## config.mk

```make
export PLATFORM = sky130hd
export DESIGN_NAME = rpo_top
export DESIGN_NICKNAME = d
export VERILOG_FILES = /design/src/rpo_pkg.sv /design/src/rpo_channel.sv /design/src/rpo_top.sv
export SDC_FILE = /design/constraint.sdc
export NUM_CORES = 1
export LEC_CHECK = 0
export BUFFER_PORTS_ARGS = -buffer_cell sky130_fd_sc_hd__buf_2
export CAP_MARGIN = 20
export CORE_UTILIZATION = 35
export DETAILED_ROUTE_END_ITERATION = 7
export PLACE_DENSITY = 0.6
export RECOVER_POWER = 25
export SLEW_MARGIN = 20
export SYNTH_ARGS = -nofsm -noshare
export SYNTH_HDL_FRONTEND = slang
export SYNTH_SLANG_ARGS = --single-unit
export TNS_END_PERCENT = 30
```

## constraint.sdc

```tcl
create_clock -name clock_i -period 2.2 [get_ports clock_i]
set_input_delay 0.22 -clock clock_i [delete_from_list [all_inputs] [get_ports clock_i]]
set_output_delay 0.22 -clock clock_i [all_outputs]
set_load 0.03 [all_outputs]
```

## src/rpo_pkg.sv

```systemverilog
package rpo_pkg;

    // ----------------------------------------------------------------
    // Widths and field positions
    // ----------------------------------------------------------------
    localparam int RPO_CHANNELS    = 4;
    localparam int RPO_RAW_WIDTH   = 10;
    localparam int RPO_DATA_WIDTH  = 8;
    localparam int RPO_STAT_WIDTH  = 3;
    localparam int RPO_RAW_HI_MSB  = 9;
    localparam int RPO_RAW_HI_LSB  = 2;
    localparam int RPO_RAW_LO_MSB  = 1;
    localparam int RPO_STAT_COMMA  = 2;

    // ----------------------------------------------------------------
    // Three-level decoder mode pin, coded on two wires
    // ----------------------------------------------------------------
    localparam logic [1:0] RPO_MODE_LOW  = 2'h0;
    localparam logic [1:0] RPO_MODE_MID  = 2'h1;
    localparam logic [1:0] RPO_MODE_HIGH = 2'h2;

    // ----------------------------------------------------------------
    // Reset values
    // ----------------------------------------------------------------
    localparam logic [7:0] RPO_DATA_RESET = 8'h00;
    localparam logic [2:0] RPO_STAT_RESET = 3'h0;

    // One received character as it leaves the decoder stage.
    typedef struct packed {
        logic [9:0] raw;
        logic [7:0] decoded;
        logic [2:0] code;
        logic       comma;
    } rpo_char_type;

    // One presented output word.
    typedef struct packed {
        logic [7:0] data;
        logic [2:0] status;
    } rpo_out_type;

endpackage

```

## src/rpo_channel.sv

```systemverilog
`timescale 1ns/1ps
module rpo_channel
    import rpo_pkg::*;
(
    input  wire logic         clock_i,
    input  wire logic         rst_i,
    input  wire logic         recovered_clock_i,
    input  wire logic         training_level_i,
    input  wire logic         output_clock_select_i,
    input  wire logic [1:0]   decoder_mode_i,
    input  wire rpo_char_type char_i,
    output rpo_out_type       word_o,
    output logic              clock_out_o
);

    // ----------------------------------------------------------------
    // Clock pin sampling
    // ----------------------------------------------------------------
    logic        rec_meta;
    logic        rec_sync;
    logic        sel_prev;
    logic        sel_level;
    logic        sel_rise;
    rpo_out_type next_word;

    // Two-stage synchroniser for the recovered clock pin.
    always_ff @(posedge clock_i or posedge rst_i) begin
        if (rst_i) begin
            rec_meta <= 1'b0;
            rec_sync <= 1'b0;
        end else begin
            rec_meta <= recovered_clock_i;
            rec_sync <= rec_meta;
        end
    end

    // Select recovered or training clock and find its rising edge.
    assign sel_level = output_clock_select_i ? rec_sync : training_level_i;
    assign sel_rise  = sel_level & ~sel_prev;

    // Edge history and the forwarded interface clock.
    always_ff @(posedge clock_i or posedge rst_i) begin
        if (rst_i) begin
            sel_prev    <= 1'b0;
            clock_out_o <= 1'b0;
        end else begin
            sel_prev    <= sel_level;
            clock_out_o <= sel_level;
        end
    end

    // ----------------------------------------------------------------
    // Output register contents
    // ----------------------------------------------------------------
    // Form the presented word from the mode.
    always_comb begin
        if (decoder_mode_i == RPO_MODE_LOW) begin
            next_word.data                       = char_i.raw[RPO_RAW_HI_MSB:RPO_RAW_HI_LSB];
            next_word.status[RPO_RAW_LO_MSB:0]   = char_i.raw[RPO_RAW_LO_MSB:0];
            next_word.status[RPO_STAT_COMMA]     = char_i.comma;
        end else begin
            next_word.data   = char_i.decoded;
            next_word.status = char_i.code;
        end
    end

    // Load the register on each selected rising edge.
    always_ff @(posedge clock_i or posedge rst_i) begin
        if (rst_i) begin
            word_o.data   <= RPO_DATA_RESET;
            word_o.status <= RPO_STAT_RESET;
        end else if (sel_rise) begin
            word_o <= next_word;
        end
    end

endmodule

```

## src/rpo_top.sv

```systemverilog
`timescale 1ns/1ps
module rpo_top
    import rpo_pkg::*;
(
    input  wire logic         clock_i,
    input  wire logic         rst_i,
    input  wire logic         training_clock_in_i,
    input  wire logic         output_clock_select_i,
    input  wire logic [1:0]   decoder_mode_select_i,
    input  wire logic         recovered_clock_ch_a_i,
    input  wire logic         recovered_clock_ch_b_i,
    input  wire logic         recovered_clock_ch_c_i,
    input  wire logic         recovered_clock_ch_d_i,
    input  wire rpo_char_type char_ch_a_i,
    input  wire rpo_char_type char_ch_b_i,
    input  wire rpo_char_type char_ch_c_i,
    input  wire rpo_char_type char_ch_d_i,
    output logic [7:0]        rx_char_bus_ch_a_o,
    output logic [7:0]        rx_char_bus_ch_b_o,
    output logic [7:0]        rx_char_bus_ch_c_o,
    output logic [7:0]        rx_char_bus_ch_d_o,
    output logic [2:0]        rx_status_bus_ch_a_o,
    output logic [2:0]        rx_status_bus_ch_b_o,
    output logic [2:0]        rx_status_bus_ch_c_o,
    output logic [2:0]        rx_status_bus_ch_d_o,
    output logic              recovered_clock_out_ch_a_o,
    output logic              recovered_clock_out_ch_b_o,
    output logic              recovered_clock_out_ch_c_o,
    output logic              recovered_clock_out_ch_d_o
);

    // ----------------------------------------------------------------
    // Shared pin synchronisers
    // ----------------------------------------------------------------
    logic       trg_meta;
    logic       trg_sync;
    logic       sel_meta;
    logic       sel_sync;
    logic [1:0] mode_meta;
    logic [1:0] mode_sync;

    // The training clock and the static mode pins pass two flip-flops.
    always_ff @(posedge clock_i or posedge rst_i) begin
        if (rst_i) begin
            trg_meta  <= 1'b0;
            trg_sync  <= 1'b0;
            sel_meta  <= 1'b0;
            sel_sync  <= 1'b0;
            mode_meta <= RPO_MODE_LOW;
            mode_sync <= RPO_MODE_LOW;
        end else begin
            trg_meta  <= training_clock_in_i;
            trg_sync  <= trg_meta;
            sel_meta  <= output_clock_select_i;
            sel_sync  <= sel_meta;
            mode_meta <= decoder_mode_select_i;
            mode_sync <= mode_meta;
        end
    end

    // ----------------------------------------------------------------
    // Four independent channels sharing one mode
    // ----------------------------------------------------------------
    rpo_out_type word_a;
    rpo_out_type word_b;
    rpo_out_type word_c;
    rpo_out_type word_d;

    // Channel A output register.
    rpo_channel u_ch_a (
        .clock_i               (clock_i),
        .rst_i                 (rst_i),
        .recovered_clock_i     (recovered_clock_ch_a_i),
        .training_level_i      (trg_sync),
        .output_clock_select_i (sel_sync),
        .decoder_mode_i        (mode_sync),
        .char_i                (char_ch_a_i),
        .word_o                (word_a),
        .clock_out_o           (recovered_clock_out_ch_a_o)
    );

    // Channel B output register.
    rpo_channel u_ch_b (
        .clock_i               (clock_i),
        .rst_i                 (rst_i),
        .recovered_clock_i     (recovered_clock_ch_b_i),
        .training_level_i      (trg_sync),
        .output_clock_select_i (sel_sync),
        .decoder_mode_i        (mode_sync),
        .char_i                (char_ch_b_i),
        .word_o                (word_b),
        .clock_out_o           (recovered_clock_out_ch_b_o)
    );

    // Channel C output register.
    rpo_channel u_ch_c (
        .clock_i               (clock_i),
        .rst_i                 (rst_i),
        .recovered_clock_i     (recovered_clock_ch_c_i),
        .training_level_i      (trg_sync),
        .output_clock_select_i (sel_sync),
        .decoder_mode_i        (mode_sync),
        .char_i                (char_ch_c_i),
        .word_o                (word_c),
        .clock_out_o           (recovered_clock_out_ch_c_o)
    );

    // Channel D output register.
    rpo_channel u_ch_d (
        .clock_i               (clock_i),
        .rst_i                 (rst_i),
        .recovered_clock_i     (recovered_clock_ch_d_i),
        .training_level_i      (trg_sync),
        .output_clock_select_i (sel_sync),
        .decoder_mode_i        (mode_sync),
        .char_i                (char_ch_d_i),
        .word_o                (word_d),
        .clock_out_o           (recovered_clock_out_ch_d_o)
    );

    // ----------------------------------------------------------------
    // Bus outputs
    // ----------------------------------------------------------------
    // The channel words are flip-flops; these only split the struct.
    assign rx_char_bus_ch_a_o   = word_a.data;
    assign rx_char_bus_ch_b_o   = word_b.data;
    assign rx_char_bus_ch_c_o   = word_c.data;
    assign rx_char_bus_ch_d_o   = word_d.data;
    assign rx_status_bus_ch_a_o = word_a.status;
    assign rx_status_bus_ch_b_o = word_b.status;
    assign rx_status_bus_ch_c_o = word_c.status;
    assign rx_status_bus_ch_d_o = word_d.status;

endmodule

```

== Word-level counts from Yosys, hierarchy flattened ==
Cells that the tools add are included.

* Bitwise logic cells: 8
* Multipliers: 0
* Muxes and demuxes: 8
* Shift-type cells: 0
* Add/subtract/negate cells: 0
* Reductions and logical operators: 1
* Eq/ne operators: 0
* Divide/modulo/power cells: 0
* Magnitude comparators: 0

{| class="wikitable"
|+ Operator list
! kind !! count
|-
| 11-bit two-way mux || 4
|-
| 1-bit AND || 4
|-
| 1-bit two-way mux || 4
|-
| 1-bit NOT || 4
|-
| 2-bit logical NOT || 1
|}

* Flip-flop bits (word level): 64
* Input bits: 98
* Latch bits: 0
* Memories kept: 0
* Logic and storage cells: 43
* RAM bits: 0
* Output and inout port bits: 48
* ROM bits: 0

== Depth between registers and ports, before layout ==
* Word-level depth: 2
* Depth in mapped cells: 5
* Depth with buffers taken out: 3

== Cells and area by module ==
Synthesis repeated with hierarchy kept, for this count alone.

* Cells, all modules: 177
* Area total of the unflattened synthesis: 2991.6 um2

{| class="wikitable"
|+ By module, submodules not included
! module !! sequential area each (um2) !! instances !! cells an instance !! area an instance (um2)
|-
| rpo_channel || 350.3 || 4 || 42 || 696.9
|-
| rpo_top || 200.2 || 1 || 9 || 203.9
|}

== Worst setup path before layout ==
No wires, ideal clock.

* Kind: register to register
* From: reg mode_sync[1]
* To: reg u_ch_b.word_o[2] (netlist bit)
* Path buffers: 1
* Slack: 739 ps
* Period minus slack after synthesis: 1461 ps
* Stages on the path, launching flop included: 5
* Required time: 2075 ps
* Setup time: 125 ps
* Arrival time: 1336 ps
* Cell sequence: dfrtp_1 > nor2_4 > buf_6 > mux2_2 > mux2_4

* Word-level cells in the longest chain between the ends: 2

{| class="wikitable"
|+ Ends and longest elaborated chain
! what !! RTL line !! RTL
|-
| from (decl) || rpo_top.sv:40 || <nowiki>logic [1:0] mode_sync;</nowiki>
|-
| from (signal assigned) || rpo_top.sv:57 || <nowiki>mode_sync <= mode_meta;</nowiki>
|-
| 2-bit logical NOT || rpo_channel.sv:57 || <nowiki>if (decoder_mode_i == RPO_MODE_LOW) begin</nowiki>
|-
| 11-bit two-way mux || rpo_channel.sv:57 ||
|-
| to (signal assigned) || rpo_channel.sv:73 || <nowiki>word_o <= next_word;</nowiki>
|-
| to (decl) || rpo_channel.sv:12 || <nowiki>output rpo_out_type word_o,</nowiki>
|}

Every way passes these cells.
A chain may end at the register's enable or synchronous reset.

== Final worst setup path ==
* From: reg sel_sync
* To: reg u_ch_c.word_o[10] (netlist bit)

* Word-level cells in the longest chain between the ends: 2

{| class="wikitable"
|+ Ends and longest elaborated chain
! what !! RTL line !! RTL
|-
| from (decl) || rpo_top.sv:38 || <nowiki>logic sel_sync;</nowiki>
|-
| from (signal assigned) || rpo_top.sv:55 || <nowiki>sel_sync <= sel_meta;</nowiki>
|-
| 1-bit two-way mux || rpo_channel.sv:38 || <nowiki>assign sel_level = output_clock_select_i ? rec_sync : training_level_i;</nowiki>
|-
| 1-bit AND || rpo_channel.sv:39 || <nowiki>assign sel_rise = sel_level & ~sel_prev;</nowiki>
|-
| to (signal assigned) || rpo_channel.sv:73 ||
|-
| to (decl) || rpo_channel.sv:12 ||
|}

Every way passes these cells.

==> reports/metrics.yaml <==
sta:
  min_cycle_time_layout_ns: 1.630
  max_freq_ghz: 0.6136
  final_max_slew_viol_count: 0
  hold_viol_final: 0
  finalClockSkew_ns: 0.009564
  number_of_failing_setup_endpoints_in_the_final_timing_report: 0
  maxSlewHeadroom_pct: 31.45
  fin_crit_share_pct: 74.08
  max_slew.worst_pin.slew_ns: 1.027
  setup_total_negative_slack_ns: 0
  grt_setup_unrepaired: "no"
route:
  postRouteWirelength_mm: 5.688
  post_drt_via_cell_ratio: 4.398
  total_via_count_after_detailed_routing: 1957
  firstDrtPassIters: 3
  route.antenna.remaining_nets: 0
  drc: 0
  drt_first_iter_violations: 25
  drt-wirelength-per-cell_um: 12.78
clock_network:
  cts_tree: "yes"
  source_to_sink_clock_delay_at_the_later_pin_of_the_worst_skew_pair_ns: 0.34
  clock_tree.htree_level_count: 3
  postCtsSetupRepairBufs: 0
  clock_path_buffers: 2
  post_cts_resized: 0
  cts_num_sinks: 64
  number_of_cts_inserted_buffers: 9
  cts.root.buffer_cell: "clkbuf_8"
  clk_pin_slew_ns: 0.08
die:
  placementRows: 33
  fp.coreArea_um2: 8258
  fp.dieArea_um2: 8979
  design.portCount: 146
  initial_util_pct: 36.47
  die-height_um: 94.76
  die_width_um: 94.76
critical_path:
  r2r_start: "sel_sync"
  timing.critical_path.from_type: "register"
  critPathRequiredTime_ns: 2.43
  worst-setup-path-type: "register to register"
  critPathMaxFanout: 11
  type_of_destination_of_the_critical_path: "register"
  crit_path_start: "sel_sync"
  worst_ep_arrival_time_ns: 1.86
worst_hold_path:
  tightest_hold_check_type: "input pin to register"
  hp-start: "char_ch_c_i[3]"
run:
  maxCapViolations: 0
placement:
  placed_area_um2: 3759
  gpl.final_weighted_congestion: 0.6861
  dp_hpwl_mm: 4.161
  portBuffers: 145
synthesis:
  ys_ff_latch: 64
  synthesis.area_um2: 3012
  synthesis.nets: 274
  ys_seq_area_share_pct: 53.18
  synth_area_per_cell_um2: 17.11
  postSynthCellCount: 176
  yosys_warnings: 0
  synth.distinct_cells: 11
pwr:
  peakVddDrop_v: 0.0004345
  design_power_total_w: 0.003646
  pwr_density_cell_nw_per_um2: 900.2
  total_leakage_power_nw: 2.013
layout:
  final_design_area_no_fill_um2: 4050
  total_area_of_sequential_cells_um2: 1602
  antennaDiodeCount: 0
  mostFrequentLayoutCells: "buf_2, dfrtp_1, mux2_2"
  footprint_of_the_multi_input_gates_um2: 1261
  flow.area_growth_from_synthesis_pct: 34.48
  final_core_util_pct: 49.05
  layout.cells.most_common: "buf_2"
  post_route_cells_drive_above_1_share_pct: 75.59
  fillerInstances: 781
  num-nets-final: 433
grt:
  grt_start_max_net_pins: 40
  first_global_vias: 1932
  grt_remaining_overflow: 0
  antenna_violations_before_repair: 0
  first_pass_grt_wire_length_mm: 9.011
  groute.usage.overall_pct: 13.45
status:
  run_status: "complete, no violations"
-- through the flow --
step	hold WS (ns)	worst slack [ns]	instances
after floorplan	0.2514	0.3819	176
after global placement	0.3032	0.6004	420
after detailed placement	0.3143	0.5650	420
after CTS	0.2159	0.5601	445
after global routing	0.2170	0.5008	445
final	0.2369	0.5703	445
-- what timing repair did --
action,CTS,global route
endpoints found under the hold margin,33,0
endpoints found under the setup margin,0,0
hold buffers,9,0
-- power breakdown --
part | switching (W) | internal, W
sequential | 0.000107 | 0.00138
combinational | 0.000627 | 0.000513
clock | 0.000486 | 0.000534
-- flip-flops by register name, indices dropped and copies added (netlist names), 2 cells and up --
name	flops
u_ch_d.word_o	11
u_ch_b.word_o	11
u_ch_a.word_o	11
mode_meta	2
u_ch_c.word_o	11
mode_sync	2
-- final cells by class --
type	instances	area share (%)
Clock buffer	9	3.058
Clock inverter	7	1.915
Inverter	1	0.09268
Multi-Input combinational cell	102	31.14
Sequential cell	64	39.54
Tap cell	105	3.244
Timing Repair Buffer	157	21.01
-- synth_stat cells --
cell type / n / area [um2]
a21oi_4: 4 / 65.06
buf_12: 5 / 100.1
buf_6: 4 / 45.04
dfrtp_1: 64 / 1602
inv_1: 1 / 3.750
mux2_1: 1 / 11.26
mux2_2: 47 / 529.3
mux2_4: 40 / 600.6
nand2_1: 8 / 30.03
nand2b_4: 1 / 13.76
nor2_4: 1 / 11.26
-- final timing paths --
check                                     to  slack [ns]  cells after the start
max                        u_ch_c.word_o[10]        0.57                      3
min                         u_ch_c.word_o[2]        0.24                      3
max reg2reg                u_ch_c.word_o[10]        0.57                      3
min reg2reg                  u_ch_d.rec_sync        0.35                      0
max in group asynchronous       mode_sync[1]        0.78                      4
min in group asynchronous   u_ch_d.word_o[5]        0.67                      3
-- kinds of logic (layout without fill, tap and decap cells) --
logic type / count (synthesis) / after routing / share of synthesized area [%]
and+or+nand+nor: 10 / 10 / 1.828
AOI/OAI and AO/OA: 4 / 4 / 2.160
DFF: 64 / 64 / 53.18
muxes: 88 / 88 / 37.89
buffers and inverters: 10 / 174 / 4.944
-- worst max-delay path: stages (launching register included) --
cell      delay (ns)
dfrtp_1         0.42
nand2b_4        0.23
a21oi_4         0.47
mux2_2          0.39
-- layer usage --
metal	vias up	global-route usage (%)	routed length (um)
li1	937	-	-
met1	934	15.63	2365
met2	76	22.06	2754
met3	10	5.556	479
met4	0	5.177	88
met5	-	0	0
Power figures use the tool's default switching activity.
